### src/pkg/cswt_pkg.sv
// Package of constants and types for the cyclic sense and wake timers
// Function
// - 3-bit on-time; 000 stops timer, output low; 001-101 select 0.1/0.3/1/10/20 ms.
// - On-time 110 stops timer with output high; 111 behaves as 110.
// - 3-bit period; 10,20,50,100,200,500 ms, 1 s and 2 s.
// - Cyclic wake field: 00 none, 01 timer one, 10 timer two, 11 reserved.
// - Assigned timer starts by itself once a running on-time is written.
// - Restart clearing an assigned switch clears that timer's period and on-time.
// - Wake source and cyclic sense on one timer run together.
// - Fail-Safe entry forces wake input enable to 01, overriding sync.
// - In Fail-Safe, filter selection ignored; static 16 us filter used.
// - Sync function of wake input only when wake bank 4 selected.
// - Bits 12 and 3 read zero, writes ignored.
// - Filter codes 010/011 filter 16 us at end of timer one/two on-time.
// - Wake enable 10 makes wake input four a sync input, else off.
package cswt_pkg;
  localparam int unsigned CLK_HZ      = 200_000_000;
  localparam logic [6:0]  TIMER_ADDR  = 7'h06;
  localparam logic [15:0] TIMER_RESET = 16'h0000;
  localparam logic [15:0] TIMER_WMASK = 16'hefff & 16'hfff7;
  localparam int unsigned T2_ON_LSB   = 13;
  localparam int unsigned T2_PER_LSB  = 9;
  localparam int unsigned CYCLIC_WAKE_SOURCE_SELECT_LSB   = 7;
  localparam int unsigned T1_ON_LSB   = 4;
  localparam int unsigned T1_PER_LSB  = 0;
  // Microsecond tick base for all timer counts
  localparam int unsigned TICK_US     = 1;
  localparam int unsigned TICK_CYC    = CLK_HZ / 1_000_000 * TICK_US;
  localparam int unsigned FILT_US     = 16;
  localparam int unsigned FILT64_US   = 64;
  localparam int unsigned SETTLE_US   = 80;
  localparam logic [2:0]  ON_OFF_LOW  = 3'h0;
  localparam logic [2:0]  ON_OFF_HIGH = 3'h6;
  localparam logic [1:0]  WK_ON       = 2'h1;
  localparam logic [1:0]  WK_SYNC     = 2'h2;
  localparam logic [2:0]  BANK_FOUR   = 3'h3;
  localparam logic [2:0]  FILT_T1     = 3'h2;
  localparam logic [2:0]  FILT_T2     = 3'h3;
  localparam logic [2:0]  FILT_SYNC   = 3'h4;
  localparam logic [2:0]  FILT_64     = 3'h1;

  typedef struct packed {
    logic [2:0] t2_on;
    logic       res12;
    logic [2:0] t2_per;
    logic [1:0] cyclic_wake_source_select;
    logic [2:0] t1_on;
    logic       res3;
    logic [2:0] t1_per;
  } cswt_ctrl_t;

  typedef struct packed {
    logic [2:0] wake_filter_select;
    logic [1:0] wake_input_enable;
    logic [2:0] wake_bank_select;
  } cswt_wake_cfg_t;

  typedef struct packed {
    logic       sense_on;
    logic       filt_strobe;
    logic       wake_event;
  } cswt_tmr_out_t;

  // On-time in microseconds per code
  function automatic logic [14:0] cswt_on_us(input logic [2:0] code);
    unique case (code)
      3'h1:    return 15'd100;
      3'h2:    return 15'd300;
      3'h3:    return 15'd1000;
      3'h4:    return 15'd10000;
      3'h5:    return 15'd20000;
      default: return 15'd0;
    endcase
  endfunction

  // Period in microseconds per code
  function automatic logic [21:0] cswt_per_us(input logic [2:0] code);
    unique case (code)
      3'h0:    return 22'd10000;
      3'h1:    return 22'd20000;
      3'h2:    return 22'd50000;
      3'h3:    return 22'd100000;
      3'h4:    return 22'd200000;
      3'h5:    return 22'd500000;
      3'h6:    return 22'd1000000;
      default: return 22'd2000000;
    endcase
  endfunction
endpackage

### src/hw/cswt_top.sv
// Cyclic sense and wake timers with their control register
module cswt_top (
  input  wire logic                    clk,
  input  wire logic                    rst,
  input  wire logic                    soft_reset,
  input  wire logic                    restart,
  input  wire logic                    hs_assign_t1,
  input  wire logic                    hs_assign_t2,
  input  wire logic                    hs_cleared,
  input  wire logic                    fail_safe,
  input  wire logic                    wr_en,
  input  wire logic                    rd_en,
  input  wire logic [6:0]              addr,
  input  wire logic [15:0]             wdata,
  input  wire cswt_pkg::cswt_wake_cfg_t wake_cfg,
  output logic [15:0]                  rdata,
  output logic                         rvalid,
  output logic [1:0]                   high_side_output,
  output logic                         wake_request,
  output logic                         filter_sample,
  output logic [6:0]                   filter_us,
  output logic                         wake_fs_force,
  output logic [1:0]                   wake_input_enable,
  output logic                         sync_enable
);
  cswt_pkg::cswt_ctrl_t    ctrl;
  cswt_pkg::cswt_ctrl_t    next_ctrl;
  cswt_pkg::cswt_tmr_out_t t1_out;
  cswt_pkg::cswt_tmr_out_t t2_out;
  logic [7:0]              tick_div;
  logic                    tick;
  logic                    fs_q;

  // Register decode
  wire sel      = addr == cswt_pkg::TIMER_ADDR;
  wire wr_hit   = wr_en && sel;
  wire [15:0] w_masked = wdata & cswt_pkg::TIMER_WMASK;
  wire clr_t1   = restart && hs_cleared && hs_assign_t1;
  wire clr_t2   = restart && hs_cleared && hs_assign_t2;

  // Next register value; Restart with a cleared switch wipes only that timer
  always_comb begin
    next_ctrl = ctrl;
    if (wr_hit) begin
      next_ctrl = cswt_pkg::cswt_ctrl_t'(w_masked);
    end
    if (clr_t1) begin
      next_ctrl.t1_on  = 3'h0;
      next_ctrl.t1_per = 3'h0;
    end
    if (clr_t2) begin
      next_ctrl.t2_on  = 3'h0;
      next_ctrl.t2_per = 3'h0;
    end
    next_ctrl.res12 = 1'b0;
    next_ctrl.res3  = 1'b0;
  end

  // Control register; soft reset returns every field to zero
  always_ff @(posedge clk or posedge rst) begin
    if (rst) begin
      ctrl <= cswt_pkg::cswt_ctrl_t'(cswt_pkg::TIMER_RESET);
    end else if (soft_reset) begin
      ctrl <= cswt_pkg::cswt_ctrl_t'(cswt_pkg::TIMER_RESET);
    end else begin
      ctrl <= next_ctrl;
    end
  end

  // Read port answers one cycle later; unmapped reads give zero
  always_ff @(posedge clk or posedge rst) begin
    if (rst) begin
      rdata  <= 16'h0000;
      rvalid <= 1'b0;
    end else begin
      rvalid <= rd_en;
      rdata  <= (rd_en && sel) ? ctrl : 16'h0000;
    end
  end

  // Microsecond tick from the oscillator clock
  always_ff @(posedge clk or posedge rst) begin
    if (rst) begin
      tick_div <= 8'h00;
      tick     <= 1'b0;
    end else begin
      tick     <= tick_div == 8'(cswt_pkg::TICK_CYC - 1);
      tick_div <= (tick_div == 8'(cswt_pkg::TICK_CYC - 1)) ? 8'h00 : tick_div + 8'h01;
    end
  end

  cswt_timer u_t1 (
    .clk      (clk),
    .rst      (rst),
    .tick     (tick),
    .on_code  (ctrl.t1_on),
    .per_code (ctrl.t1_per),
    .restart  (restart),
    .tout     (t1_out)
  );

  cswt_timer u_t2 (
    .clk      (clk),
    .rst      (rst),
    .tick     (tick),
    .on_code  (ctrl.t2_on),
    .per_code (ctrl.t2_per),
    .restart  (restart),
    .tout     (t2_out)
  );

  // Wake source; sensing keeps running alongside, reserved 11 wakes nothing
  wire wake_hit = ((ctrl.cyclic_wake_source_select == 2'h1) && t1_out.wake_event) ||
                  ((ctrl.cyclic_wake_source_select == 2'h2) && t2_out.wake_event);

  // Filter selection; Fail-Safe overrides it with static 16 us
  wire bank4    = wake_cfg.wake_bank_select == cswt_pkg::BANK_FOUR;
  wire sync_ok  = bank4 && (wake_cfg.wake_input_enable == cswt_pkg::WK_SYNC) && !fail_safe;
  wire f_t1     = wake_cfg.wake_filter_select == cswt_pkg::FILT_T1;
  wire f_t2     = wake_cfg.wake_filter_select == cswt_pkg::FILT_T2;
  wire f_64     = wake_cfg.wake_filter_select == cswt_pkg::FILT_64;
  wire strobe   = fail_safe ? 1'b0 :
                  (f_t1 && t1_out.filt_strobe) || (f_t2 && t2_out.filt_strobe);
  wire [6:0] f_time = (fail_safe || !f_64) ? 7'(cswt_pkg::FILT_US) : 7'(cswt_pkg::FILT64_US);

  // Output registers
  always_ff @(posedge clk or posedge rst) begin
    if (rst) begin
      high_side_output  <= 2'b00;
      wake_request      <= 1'b0;
      filter_sample     <= 1'b0;
      filter_us         <= 7'h00;
      wake_fs_force     <= 1'b0;
      wake_input_enable <= 2'b00;
      sync_enable       <= 1'b0;
      fs_q              <= 1'b0;
    end else begin
      fs_q              <= fail_safe;
      high_side_output  <= {t2_out.sense_on, t1_out.sense_on};
      wake_request      <= wake_hit;
      filter_sample     <= strobe;
      filter_us         <= f_time;
      wake_fs_force     <= fail_safe && !fs_q;
      wake_input_enable <= fail_safe ? cswt_pkg::WK_ON : wake_cfg.wake_input_enable;
      sync_enable       <= sync_ok;
    end
  end
endmodule

### src/hw/cswt_timer.sv
// One cyclic period/on-time timer counting microsecond ticks
module cswt_timer (
  input  wire logic                    clk,
  input  wire logic                    rst,
  input  wire logic                    tick,
  input  wire logic [2:0]              on_code,
  input  wire logic [2:0]              per_code,
  input  wire logic                    restart,
  output cswt_pkg::cswt_tmr_out_t      tout
);
  logic [21:0] cnt;
  logic [2:0]  on_q;
  logic [2:0]  per_q;
  wire         running   = (on_code != cswt_pkg::ON_OFF_LOW) && (on_code < cswt_pkg::ON_OFF_HIGH);
  wire         held_high = on_code >= cswt_pkg::ON_OFF_HIGH;
  wire [21:0]  on_len    = {7'h00, cswt_pkg::cswt_on_us(on_code)};
  wire [21:0]  per_len   = cswt_pkg::cswt_per_us(per_code);
  wire         cfg_chg   = (on_code != on_q) || (per_code != per_q);
  wire         last      = cnt >= per_len - 22'h000001;

  // Period counter restarts on any new setting, so a written on-time starts at once
  always_ff @(posedge clk or posedge rst) begin
    if (rst) begin
      cnt  <= 22'h000000;
      on_q <= 3'h0;
      per_q <= 3'h0;
      tout <= '0;
    end else begin
      on_q  <= on_code;
      per_q <= per_code;
      if (restart || !running || cfg_chg) begin
        cnt <= 22'h000000;
      end else if (tick) begin
        cnt <= last ? 22'h000000 : cnt + 22'h000001;
      end
      tout.sense_on    <= held_high || (running && !restart && cnt < on_len);
      tout.filt_strobe <= running && tick && (cnt == on_len - 22'h000001);
      tout.wake_event  <= running && tick && last;
    end
  end
endmodule

### config.mk
export PLATFORM = sky130hd
export DESIGN_NAME = cswt_top
export DESIGN_NICKNAME = d
export VERILOG_FILES = /design/src/pkg/cswt_pkg.sv /design/src/hw/cswt_top.sv /design/src/hw/cswt_timer.sv
export SDC_FILE = /design/constraint.sdc
export NUM_CORES = 1
export LEC_CHECK = 0
export BUFFER_PORTS_ARGS = -buffer_cell sky130_fd_sc_hd__buf_2
export CORE_MARGIN = 2
export CORE_UTILIZATION = 43
export DETAILED_ROUTE_END_ITERATION = 8
export GPL_TIMING_DRIVEN = 0
export SETUP_SLACK_MARGIN = 0.4
export SKIP_CTS_REPAIR_TIMING = 1
export SLEW_MARGIN = 15
export SYNTH_ARGS = -nofsm -noshare
export SYNTH_HDL_FRONTEND = slang
export SYNTH_HIERARCHICAL = 1
export SYNTH_SLANG_ARGS = --single-unit
### constraint.sdc
create_clock -name clk -period 8.8 [get_ports clk]
set_input_delay 0 -clock clk [delete_from_list [all_inputs] [get_ports clk]]
set_output_delay 0 -clock clk [all_outputs]
set_load 0.03 [all_outputs]
==> results of run 1 <==
## final cells by class
cell class | instances | share of cell area (%)
sequential | 111 | 31.7
clock buffer | 9 | 2.57
inverter | 26 | 1.12
tap | 225 | 3.22
clock inverter | 7 | 1.26
multi-input combinational | 646 | 49.6
timing repair buffer | 93 | 7.15
buffer | 54 | 3.29
## how the worst min path moves through the flow
stage	cells past startpoint	to	slack (ns)
after global placement	1	rvalid	0.12
after CTS	2	rdata[15]	-0.25
after floorplan	0	fs_q	0.03
after detailed placement	1	rvalid	0.13
final	4	ctrl[11]	-0.01
after global routing	4	ctrl[15]	0.01
## Yosys cell counts, types with 13 or more instances
master | instances | share of area, %
sky130_fd_sc_hd__dfrtp_1 | 111 | 37
sky130_fd_sc_hd__nand2_1 | 92 | 4.6
sky130_fd_sc_hd__ha_1 | 65 | 11
sky130_fd_sc_hd__a21oi_1 | 53 | 3.5
sky130_fd_sc_hd__nand3_1 | 49 | 3.3
sky130_fd_sc_hd__nand4_1 | 41 | 3.4
sky130_fd_sc_hd__nor2_1 | 40 | 2.0
sky130_fd_sc_hd__o21ai_0 | 38 | 2.5
sky130_fd_sc_hd__inv_1 | 26 | 1.3
sky130_fd_sc_hd__clkbuf_1 | 24 | 1.2
sky130_fd_sc_hd__xnor2_1 | 20 | 2.3
sky130_fd_sc_hd__and2_1 | 17 | 1.4
sky130_fd_sc_hd__xor2_1 | 15 | 1.8
sky130_fd_sc_hd__nand2b_1 | 14 | 1.2
sky130_fd_sc_hd__buf_2 | 13 | 0.87
sky130_fd_sc_hd__nor3_1 | 13 | 0.87
## state kept, by name, indices dropped and copies added, names as in the netlist
signal / count
u_t2/cnt: 22
u_t1/tout: 3
u_t1/on_q: 3
high_side_output: 2
ctrl: 14
u_t2/on_q: 3
u_t2/tout: 3
u_t2/per_q: 3
filter_us: 2
wake_request: 1
u_t1/cnt: 22
wake_input_enable: 2
rvalid: 1
fs_q: 1
sync_enable: 1
tick_div: 8
rdata: 14
u_t1/per_q: 3
wake_fs_force: 1
tick: 1
filter_sample: 1
## critical path, cell delays in order, from the launching register on
cell and delay, ns:
sky130_fd_sc_hd__dfrtp_1 0.48, sky130_fd_sc_hd__clkbuf_1 0.34, sky130_fd_sc_hd__nand2_1 0.17, sky130_fd_sc_hd__nand2_1 0.10, sky130_fd_sc_hd__ha_1 0.23, sky130_fd_sc_hd__ha_1 0.29
sky130_fd_sc_hd__nand2_1 0.05, sky130_fd_sc_hd__o21ai_0 0.19, sky130_fd_sc_hd__a22oi_1 0.11, sky130_fd_sc_hd__a2bb2oi_1 0.63, sky130_fd_sc_hd__nor2_1 0.29, sky130_fd_sc_hd__clkbuf_1 0.32
sky130_fd_sc_hd__nand3_1 0.15, sky130_fd_sc_hd__o311ai_0 0.18
## power breakdown
part           switching (W)  internal (W)
logic              0.0000334     0.0000222
clock network       0.000219      0.000234
registers        0.000000486      0.000511
total               0.000253      0.000767
## metal layers
layer | track usage [%] | vias up | wire length [um]
met3 | 2.98 | 17 | 875
met2 | 33.7 | 173 | 8690
li1 | - | 3244 | -
met5 | 0 | - | 0
met1 | 30.0 | 3178 | 9460
met4 | 6.08 | 0 | 243
## cell usage in the layout (no fill, tap or decap), drive strengths merged, types with 29 or more instances in the layout
cell	instances
nand3	49
clkbuf	34
o21ai	50
ha	65
inv	29
dfrtp	111
a21oi	54
nand2	93
nor2	41
dlygate4sd3	29
buf	93
nand4	42
## metrics by stage
stage	area (sq um)	power, W	util (%)
after floorplan	7510	0.000549	-
after global placement	8100	0.000568	47.2
after detailed placement	8120	0.000569	47.3
after CTS	8460	0.00102	49.2
after global routing	8750	0.00106	50.9
final	8750	0.00102	50.9
## cells by family (layout without fill, tap and decap cells)
| group | Yosys count | after routing | share of synthesized area, % |
|---|---|---|---|
| mux | 7 | 7 | 0.954 |
| compound gates | 185 | 185 | 16.5 |
| simple gates | 343 | 343 | 25.1 |
| other cells | 3 | 11 | 0.151 |
| flops | 111 | 111 | 37.1 |
| buf+inv | 80 | 189 | 5.15 |
| xor+xnor | 35 | 35 | 4.10 |
| fa+ha+maj | 65 | 65 | 10.9 |
==> impl_metrics.xml, run 1 <==
<?xml version="1.0" encoding="UTF-8"?>
<metrics>
  <group name="outcome">
    <metric name="run_status" unit="">finished with violations</metric>
    <metric name="violations" unit="">negative hold slack</metric>
  </group>
  <group name="sta">
    <metric name="final-hold-violation-count" unit="">2</metric>
    <metric name="worstMarginPinSlew" unit="ns">0.864</metric>
    <metric name="layout_setup_ws" unit="ns">5.07</metric>
    <metric name="timing.final.crit_share" unit="%">42.3</metric>
    <metric name="rsz0062_at_grt" unit="">false</metric>
    <metric name="worst_hold_slack" unit="ns">-0.0122</metric>
    <metric name="timing.final.max_slew_violations" unit="">0</metric>
    <metric name="fmax" unit="MHz">268</metric>
    <metric name="clock_skew" unit="ns">0.0109</metric>
    <metric name="fin_setup_tns" unit="ns">0</metric>
    <metric name="report.final.setup_viol" unit="">0</metric>
    <metric name="relSlewSlack" unit="%">42.0</metric>
    <metric name="finalWorstPathRequiredPeriod" unit="ns">3.73</metric>
  </group>
  <group name="layout">
    <metric name="post_route_cells_drive_above_1_share" unit="%">15.3</metric>
    <metric name="ff_latch_area" unit="sq um">2780</metric>
    <metric name="multi_input_comb_area" unit="sq um">4340</metric>
    <metric name="final_antenna_diode_count" unit="">0</metric>
    <metric name="layout.nets" unit="">1047</metric>
    <metric name="final_cell_count_no_fill" unit="">1171</metric>
    <metric name="fill_cells" unit="">1627</metric>
    <metric name="syn2layout_area_growth" unit="%">17.0</metric>
  </group>
  <group name="grt">
    <metric name="grtUsageTotal" unit="%">21.1</metric>
    <metric name="initial_antenna_violation_count" unit="">0</metric>
    <metric name="first_global_vias" unit="">6173</metric>
    <metric name="wire_length_of_the_first_global_routing_pass" unit="um">31000</metric>
    <metric name="grt_start_max_net_pins" unit="">32</metric>
    <metric name="globalRoute.totalOverflow" unit="">0</metric>
  </group>
  <group name="setup_path">
    <metric name="start_kind" unit="">flop</metric>
    <metric name="worst-path-max-fanout" unit="">10</metric>
    <metric name="worstRegToRegCells" unit="">13</metric>
    <metric name="worstSetupPathType" unit="">flop to flop</metric>
    <metric name="worst_r2r_endpoint" unit="">u_t2/cnt[15]</metric>
    <metric name="end_kind" unit="">flop</metric>
    <metric name="worst_ep_arrival_time" unit="ns">3.92</metric>
    <metric name="r2r-start" unit="">ctrl[10]</metric>
    <metric name="startpoint" unit="">ctrl[10]</metric>
    <metric name="worst-r2r-setup-slack" unit="ns">5.07</metric>
    <metric name="cp_data_required_time" unit="ns">8.99</metric>
    <metric name="cp-endpoint" unit="">u_t2/cnt[15]</metric>
  </group>
  <group name="yosys">
    <metric name="synth_flop_cell" unit="">sky130_fd_sc_hd__dfrtp_1</metric>
    <metric name="netlist-cell-type-count" unit="">77</metric>
    <metric name="synth.ff_latch_count" unit="">111</metric>
    <metric name="synth_cells" unit="">829</metric>
    <metric name="synth-edff-count" unit="">0</metric>
    <metric name="proportion_of_synthesized_chip_area_in_sequential_cells" unit="%">37.1</metric>
    <metric name="post_synthesis_async_set_or_reset_flop_share" unit="%">100</metric>
    <metric name="synth_area_per_cell" unit="sq um">9.02</metric>
    <metric name="yosysWarnings" unit="">6</metric>
    <metric name="synthesis.area" unit="sq um">7480</metric>
  </group>
  <group name="cts">
    <metric name="worst_setup_hold_path_clk_slew" unit="ns">0.08</metric>
    <metric name="max-clock-path-buffers" unit="">2</metric>
    <metric name="htree_levels" unit="">3</metric>
    <metric name="clock_latency" unit="ns">0.36</metric>
    <metric name="number_of_buffers_created_by_cts" unit="">9</metric>
    <metric name="cts_root_buf" unit="">sky130_fd_sc_hd__clkbuf_16</metric>
    <metric name="cts_tree" unit="">done</metric>
    <metric name="clkSinkCount" unit="">111</metric>
  </group>
  <group name="power">
    <metric name="power_density" unit="nW/um^2">117</metric>
    <metric name="irDropWorstVdd" unit="mV">0.0920</metric>
    <metric name="leakage_component_of_the_power" unit="nW">3.80</metric>
  </group>
  <group name="hold_path">
    <metric name="hold_path.class" unit="">input pin to flop</metric>
    <metric name="hold_start" unit="">addr[6]</metric>
  </group>
  <group name="floorplanning">
    <metric name="initial_cell_density_of_the_core" unit="%">43.5</metric>
    <metric name="die_height" unit="um">136</metric>
    <metric name="placeableCoreArea" unit="sq um">17200</metric>
    <metric name="num_io_pins" unit="">73</metric>
    <metric name="fp.dieW" unit="um">136</metric>
    <metric name="area_enclosed_by_the_die_boundary" unit="sq um">18500</metric>
    <metric name="rows" unit="">48</metric>
  </group>
  <group name="routing">
    <metric name="vias_per_cell" unit="">5.65</metric>
    <metric name="detail-route-antenna-nets" unit="">0</metric>
    <metric name="initialDrtViolationCount" unit="">422</metric>
    <metric name="firstDrtPassIters" unit="">5</metric>
    <metric name="routed_wire_length_per_instance" unit="um">16.5</metric>
    <metric name="totalWireLength" unit="um">19300</metric>
    <metric name="drt_drc_violations_left" unit="">0</metric>
    <metric name="routed_via_count" unit="">6612</metric>
  </group>
  <group name="place">
    <metric name="dpl.hpwl" unit="um">13900</metric>
    <metric name="place_worst_setup_slack" unit="ns">5.11</metric>
    <metric name="buffer_ports.inserted" unit="">63</metric>
    <metric name="globalplace.congestion" unit="">0.862</metric>
    <metric name="dp_cells" unit="">1126</metric>
  </group>
  <group name="run">
    <metric name="max_cap_violations" unit="">0</metric>
  </group>
</metrics>
No activity file was read; power rests on OpenSTA's default activity.
==> run 2, diff against run 1 <==
Clock period 8.8 ns to 3.1 ns, I/O delays scaled along.
==> impl_metrics.xml, run 2 (synthesis gave the netlist of run 1 again) <==
<?xml version="1.0" encoding="UTF-8"?>
<metrics>
  <group name="outcome">
    <metric name="run_status" unit="">completed</metric>
  </group>
  <group name="setup_path">
    <metric name="start_kind" unit="">flop</metric>
    <metric name="worst-path-max-fanout" unit="">6</metric>
    <metric name="timing.critical_path.slowest_stage_cell" unit="">sky130_fd_sc_hd__dfrtp_2</metric>
    <metric name="combined_buffer_and_inverter_count_along_the_critical_path" unit="">3</metric>
    <metric name="worst_path_dominant_cell_family" unit="">simple AND/OR/NAND/NOR gates</metric>
    <metric name="critical_path.cell_chain" unit="">buf_6 &gt; clkinvlp_4 &gt; xnor2_2 &gt; ha_1 &gt; a41o_1 &gt; a21oi_2 &gt; nor4b_4 &gt; a2bb2oi_4 &gt; or3b_4 &gt; buf_6 &gt; or4_4 &gt; nand3_2</metric>
    <metric name="critPathMostFrequentCell" unit="">sky130_fd_sc_hd__buf_6</metric>
    <metric name="worst_ep_arrival_time" unit="ns">3.33</metric>
    <metric name="cp_data_required_time" unit="ns">3.39</metric>
    <metric name="cpPeakStageDelay" unit="ns">0.42</metric>
    <metric name="worstSetupPathType" unit="">flop to flop</metric>
    <metric name="end_kind" unit="">flop</metric>
  </group>
  <group name="cts">
    <metric name="cts_tree" unit="">done</metric>
    <metric name="cts_root_buf" unit="">sky130_fd_sc_hd__clkbuf_16</metric>
    <metric name="htree_levels" unit="">3</metric>
    <metric name="clock_latency" unit="ns">0.37</metric>
    <metric name="max-clock-path-buffers" unit="">2</metric>
    <metric name="number_of_buffers_created_by_cts" unit="">9</metric>
    <metric name="clkSinkCount" unit="">111</metric>
    <metric name="worst_setup_hold_path_clk_slew" unit="ns">0.08</metric>
  </group>
  <group name="power">
    <metric name="switching_power" unit="W">0.000721</metric>
    <metric name="netSwitchingFraction" unit="%">25.5</metric>
    <metric name="internal-power" unit="W">0.00210</metric>
    <metric name="power.share.clock" unit="%">42.9</metric>
    <metric name="leakage_component_of_the_power" unit="nW">4.21</metric>
    <metric name="pwr-share-comb" unit="%">5.6</metric>
    <metric name="power_density" unit="nW/um^2">292</metric>
    <metric name="irDropWorstVdd" unit="mV">0.306</metric>
    <metric name="power.share.sequential" unit="%">51.5</metric>
  </group>
  <group name="layout">
    <metric name="syn2layout_area_growth" unit="%">29.3</metric>
    <metric name="stdcell_area" unit="sq um">9670</metric>
    <metric name="layout.cells.most_common" unit="">sky130_fd_sc_hd__dfrtp_1</metric>
    <metric name="reg.largest.list" unit="">u_t1/cnt (22), u_t2/cnt (22)</metric>
    <metric name="final_cell_count_no_fill" unit="">1211</metric>
    <metric name="layout.nets" unit="">1087</metric>
    <metric name="final_antenna_diode_count" unit="">0</metric>
    <metric name="layout.cells.most_common_list" unit="">107 x sky130_fd_sc_hd__dfrtp_1, 87 x sky130_fd_sc_hd__nand2_1, 73 x sky130_fd_sc_hd__buf_2</metric>
    <metric name="finalCoreUtilization" unit="%">56.3</metric>
    <metric name="post_route_cells_drive_above_1_share" unit="%">26.6</metric>
  </group>
  <group name="sta">
    <metric name="timing.final.crit_share" unit="%">97.8</metric>
    <metric name="report.final.setup_viol" unit="">0</metric>
    <metric name="clock_skew" unit="ns">0.0172</metric>
    <metric name="relSlewSlack" unit="%">44.8</metric>
    <metric name="finalWorstPathRequiredPeriod" unit="ns">3.03</metric>
    <metric name="final-hold-violation-count" unit="">0</metric>
    <metric name="rsz0062_at_grt" unit="">true</metric>
    <metric name="timing.final.max_slew_violations" unit="">0</metric>
    <metric name="worstMarginPinSlew" unit="ns">0.821</metric>
    <metric name="fmax" unit="MHz">330</metric>
  </group>
  <group name="floorplanning">
    <metric name="num_io_pins" unit="">73</metric>
    <metric name="placeableCoreArea" unit="sq um">17200</metric>
    <metric name="fp.dieW" unit="um">136</metric>
    <metric name="rows" unit="">48</metric>
    <metric name="die_height" unit="um">136</metric>
    <metric name="initial_cell_density_of_the_core" unit="%">43.5</metric>
    <metric name="area_enclosed_by_the_die_boundary" unit="sq um">18500</metric>
  </group>
  <group name="run">
    <metric name="max_cap_violations" unit="">0</metric>
  </group>
  <group name="grt">
    <metric name="grtUsageTotal" unit="%">20.5</metric>
    <metric name="first_global_vias" unit="">5800</metric>
    <metric name="globalRoute.totalOverflow" unit="">0</metric>
    <metric name="initial_antenna_violation_count" unit="">0</metric>
    <metric name="wire_length_of_the_first_global_routing_pass" unit="um">30100</metric>
    <metric name="grt_start_max_net_pins" unit="">32</metric>
  </group>
  <group name="place">
    <metric name="dp_cells" unit="">1126</metric>
    <metric name="placement.cell_area" unit="sq um">8180</metric>
    <metric name="buffer_ports.inserted" unit="">63</metric>
    <metric name="dpl.hpwl" unit="um">13900</metric>
    <metric name="globalplace.congestion" unit="">0.893</metric>
  </group>
  <group name="routing">
    <metric name="detail-route-antenna-nets" unit="">0</metric>
    <metric name="drt_drc_violations_left" unit="">0</metric>
    <metric name="initialDrtViolationCount" unit="">471</metric>
    <metric name="vias_per_cell" unit="">5.65</metric>
    <metric name="routed_wire_length_per_instance" unit="um">16.7</metric>
    <metric name="firstDrtPassIters" unit="">5</metric>
    <metric name="totalWireLength" unit="um">20200</metric>
    <metric name="routed_via_count" unit="">6848</metric>
  </group>
  <group name="hold_path">
    <metric name="hold_path.class" unit="">input pin to flop</metric>
  </group>
</metrics>
-- run 2: layer usage --
metal | vias to the layer above | share of wire, % | GRT usage (%)
met3 | 24 | 4.7 | 2.68
met5 | - | 0 | 0
met1 | 3296 | 48 | 30.6
li1 | 3337 | - | -
met4 | 0 | 1.7 | 5.79
met2 | 191 | 46 | 31.3
-- run 2: tightest hold or removal path, cell delays in order --
cell                      delay [ns]
sky130_fd_sc_hd__buf_2          0.10
sky130_fd_sc_hd__nor4b_2        0.07
sky130_fd_sc_hd__nand4_1        0.10
sky130_fd_sc_hd__a21oi_1        0.07
-- run 2: final cells by class --
class / instances / area, sq um
buffer: 54 / 372
clock buffer: 9 / 225
clock inverter: 7 / 91.3
fill: 1557 / 7510
inverter: 26 / 105
multi-input combinational: 646 / 4790
sequential: 111 / 2780
tap: 225 / 282
timing repair buffer: 133 / 1020
-- run 2: metrics by stage --
step / setup TNS, ns / hold WS (ns) / setup WS [ns] / power [W]
after floorplan: 0 / 0.0314 / 0.309 / 0.00156
after global placement: -2.04 / 0.126 / -0.267 / 0.00161
after detailed placement: -2.46 / 0.126 / -0.291 / 0.00162
after CTS: -2.98 / -0.256 / -0.319 / 0.00284
after global routing: -0.0153 / 0.0158 / -0.0153 / 0.00293
final: 0 / 0.00639 / 0.0679 / 0.00282
-- run 2: worst paths after layout --
check | endpoint | cells after the start | from | slack, ns
min in group asynchronous | ctrl[13] | 3 | rst | 0.31
max reg2reg | u_t2/cnt[11] | 12 | ctrl[11] | 0.07
min | ctrl[11] | 4 | addr[6] | 0.006
max | u_t2/cnt[11] | 12 | ctrl[11] | 0.07
min reg2reg | high_side_output[1] | 0 | u_t2/tout[2] | 0.36
max in group asynchronous | ctrl[1] | 4 | rst | 2.25
-- run 2: power by group through the flow --
stage          Clock, W  Sequential [W]  Combinational (W)
2_1_floorplan         0         0.00149          0.0000714
3_3_place_gp          0         0.00148           0.000130
3_5_place_dp          0         0.00148           0.000134
4_1_cts         0.00125         0.00145           0.000135
5_1_grt         0.00130         0.00145           0.000176
6_report        0.00121         0.00145           0.000159
==> run 3, diff against run 2 <==
Settings changed: CTS_BUF_LIST set to sky130_fd_sc_hd__clkbuf_8.
==> impl_metrics.xml, run 3 (synthesis gave the netlist of run 1 again) <==
<?xml version="1.0" encoding="UTF-8"?>
<metrics>
  <group name="setup_path">
    <metric name="critical_path.cell_chain" unit="">buf_6 &gt; clkinvlp_4 &gt; xnor2_1 &gt; ha_1 &gt; a41o_1 &gt; a21oi_2 &gt; nor4b_4 &gt; a2bb2oi_4 &gt; or3b_4 &gt; buf_6 &gt; or4_4 &gt; nand3_2</metric>
    <metric name="worst-path-max-fanout" unit="">10</metric>
    <metric name="worstSetupPathType" unit="">flop to flop</metric>
    <metric name="start_kind" unit="">flop</metric>
    <metric name="cp_data_required_time" unit="ns">3.44</metric>
    <metric name="critPathMostFrequentCell" unit="">sky130_fd_sc_hd__buf_6</metric>
    <metric name="timing.critical_path.slowest_stage_cell" unit="">sky130_fd_sc_hd__dfrtp_2</metric>
    <metric name="cpPeakStageDelay" unit="ns">0.44</metric>
    <metric name="worst_ep_arrival_time" unit="ns">3.38</metric>
    <metric name="worst-r2r-setup-slack" unit="ns">0.06</metric>
    <metric name="end_kind" unit="">flop</metric>
  </group>
  <group name="layout">
    <metric name="post_route_cells_drive_above_1_share" unit="%">25.1</metric>
    <metric name="multi_input_comb_area" unit="sq um">4780</metric>
    <metric name="layout.cells.most_common" unit="">sky130_fd_sc_hd__dfrtp_1</metric>
    <metric name="layout.nets" unit="">1092</metric>
    <metric name="final_cell_count_no_fill" unit="">1216</metric>
    <metric name="syn2layout_area_growth" unit="%">28.4</metric>
    <metric name="fill_cells" unit="">1569</metric>
    <metric name="layout.cells.most_common_list" unit="">107 x sky130_fd_sc_hd__dfrtp_1, 88 x sky130_fd_sc_hd__nand2_1, 74 x sky130_fd_sc_hd__buf_2</metric>
    <metric name="final_antenna_diode_count" unit="">0</metric>
    <metric name="reg.largest.list" unit="">u_t1/cnt (22), u_t2/cnt (22)</metric>
    <metric name="finalCoreUtilization" unit="%">55.9</metric>
    <metric name="ff_latch_area" unit="sq um">2780</metric>
  </group>
  <group name="place">
    <metric name="buffer_ports.inserted" unit="">63</metric>
    <metric name="globalplace.congestion" unit="">0.893</metric>
    <metric name="dpl.hpwl" unit="um">13900</metric>
    <metric name="dp_cells" unit="">1126</metric>
  </group>
  <group name="sta">
    <metric name="fmax" unit="MHz">329</metric>
    <metric name="rsz0062_at_grt" unit="">true</metric>
    <metric name="fin_setup_tns" unit="ns">0</metric>
    <metric name="timing.final.max_slew_violations" unit="">0</metric>
    <metric name="relSlewSlack" unit="%">47.7</metric>
    <metric name="clock_skew" unit="ns">0.0255</metric>
    <metric name="final-hold-violation-count" unit="">2</metric>
    <metric name="timing.final.crit_share" unit="%">98.0</metric>
    <metric name="finalWorstPathRequiredPeriod" unit="ns">3.04</metric>
    <metric name="worstMarginPinSlew" unit="ns">0.778</metric>
    <metric name="worst_hold_slack" unit="ns">-0.00820</metric>
    <metric name="report.final.setup_viol" unit="">0</metric>
  </group>
  <group name="routing">
    <metric name="detail-route-antenna-nets" unit="">0</metric>
    <metric name="vias_per_cell" unit="">5.63</metric>
    <metric name="routed_via_count" unit="">6847</metric>
    <metric name="routed_wire_length_per_instance" unit="um">16.7</metric>
    <metric name="totalWireLength" unit="um">20300</metric>
    <metric name="initialDrtViolationCount" unit="">478</metric>
    <metric name="firstDrtPassIters" unit="">5</metric>
    <metric name="drt_drc_violations_left" unit="">0</metric>
  </group>
  <group name="power">
    <metric name="irDropWorstVdd" unit="mV">0.221</metric>
    <metric name="finalPower" unit="W">0.00254</metric>
    <metric name="leakage_component_of_the_power" unit="nW">4.16</metric>
    <metric name="power_density" unit="nW/um^2">265</metric>
  </group>
  <group name="cts">
    <metric name="number_of_buffers_created_by_cts" unit="">9</metric>
    <metric name="worst_setup_hold_path_clk_slew" unit="ns">0.12</metric>
    <metric name="clkSinkCount" unit="">111</metric>
    <metric name="cts_root_buf" unit="">sky130_fd_sc_hd__clkbuf_8</metric>
    <metric name="htree_levels" unit="">3</metric>
    <metric name="max-clock-path-buffers" unit="">2</metric>
    <metric name="clock_latency" unit="ns">0.42</metric>
    <metric name="cts_tree" unit="">done</metric>
  </group>
  <group name="floorplanning">
    <metric name="placeableCoreArea" unit="sq um">17200</metric>
    <metric name="die_height" unit="um">136</metric>
    <metric name="rows" unit="">48</metric>
    <metric name="fp.dieW" unit="um">136</metric>
    <metric name="num_io_pins" unit="">73</metric>
    <metric name="area_enclosed_by_the_die_boundary" unit="sq um">18500</metric>
    <metric name="initial_cell_density_of_the_core" unit="%">43.5</metric>
  </group>
  <group name="run">
    <metric name="max_cap_violations" unit="">0</metric>
  </group>
  <group name="hold_path">
    <metric name="hold_path.class" unit="">input pin to flop</metric>
  </group>
  <group name="outcome">
    <metric name="run_status" unit="">finished with violations</metric>
    <metric name="violations" unit="">negative hold slack</metric>
  </group>
  <group name="grt">
    <metric name="wire_length_of_the_first_global_routing_pass" unit="um">30100</metric>
    <metric name="grtUsageTotal" unit="%">20.6</metric>
    <metric name="first_global_vias" unit="">5776</metric>
    <metric name="grt_start_max_net_pins" unit="">32</metric>
    <metric name="globalRoute.totalOverflow" unit="">0</metric>
    <metric name="initial_antenna_violation_count" unit="">0</metric>
  </group>
</metrics>
[run 3: cell count changes in the layout (fill, tap and decap cells not counted), sizes merged]
cell         previous run  this run
buf                   132       125
clkbuf                 36        37
dlygate4sd3            28        39
[run 3: area by class of cell]
cell class                      count  share of cell area, %
Timing Repair Buffer              138                   11.2
Inverter                           26                   1.09
Clock inverter                      7                  0.951
Tap cell                          225                   2.93
Multi-Input combinational cell    646                   49.7
Buffer                             54                   3.86
Sequential cell                   111                   29.0
Clock buffer                        9                   1.29
[run 3: through the flow]
| stage | area (sq um) | worst slack, ns | hold WS [ns] |
|---|---|---|---|
| floorplan | 7560 | 0.309 | 0.0314 |
| CTS | 8400 | -0.330 | -0.318 |
| detailed placement | 8180 | -0.291 | 0.126 |
| finish | 9600 | 0.0618 | -0.00820 |
| global route | 9600 | -0.0425 | 0.00875 |
| global placement | 8160 | -0.267 | 0.126 |
[run 3: final timing paths]
kind	cells past startpoint	startpoint	to
worst min-delay path	3	hs_assign_t1	ctrl[1]
worst max register to register	12	ctrl[11]	u_t2/cnt[11]
max in group asynchronous	4	rst	ctrl[1]
worst max-delay path	12	ctrl[11]	u_t2/cnt[11]
worst min register to register	0	u_t2/tout[2]	high_side_output[1]
min in group asynchronous	3	rst	rvalid
[run 3: critical path, delay by kind of cell, from the launching register on]
kind / cells / cell delay, ns
compound gates: 3 / 0.50
xor+xnor: 1 / 0.16
fa+ha+maj: 1 / 0.30
flops: 1 / 0.44
simple gates: 4 / 1.12
buf+inv: 3 / 0.46
[run 3: power by group]
group | switching [W] | internal (W) | leakage, nW
Clock | 0.000600 | 0.000331 | 0.106
Sequential | 0.00000132 | 0.00145 | 1.51
Combinational | 0.0000941 | 0.0000653 | 2.54
[run 3: routing by layer]
layer  part of all wire, %  up-vias  global-route usage [%]
met4                   1.7        0                    6.31
met5                     0        -                       0
met2                    46      190                    31.5
met3                   5.1       23                    2.87
met1                    48     3290                    30.3
li1                      -     3344                       -
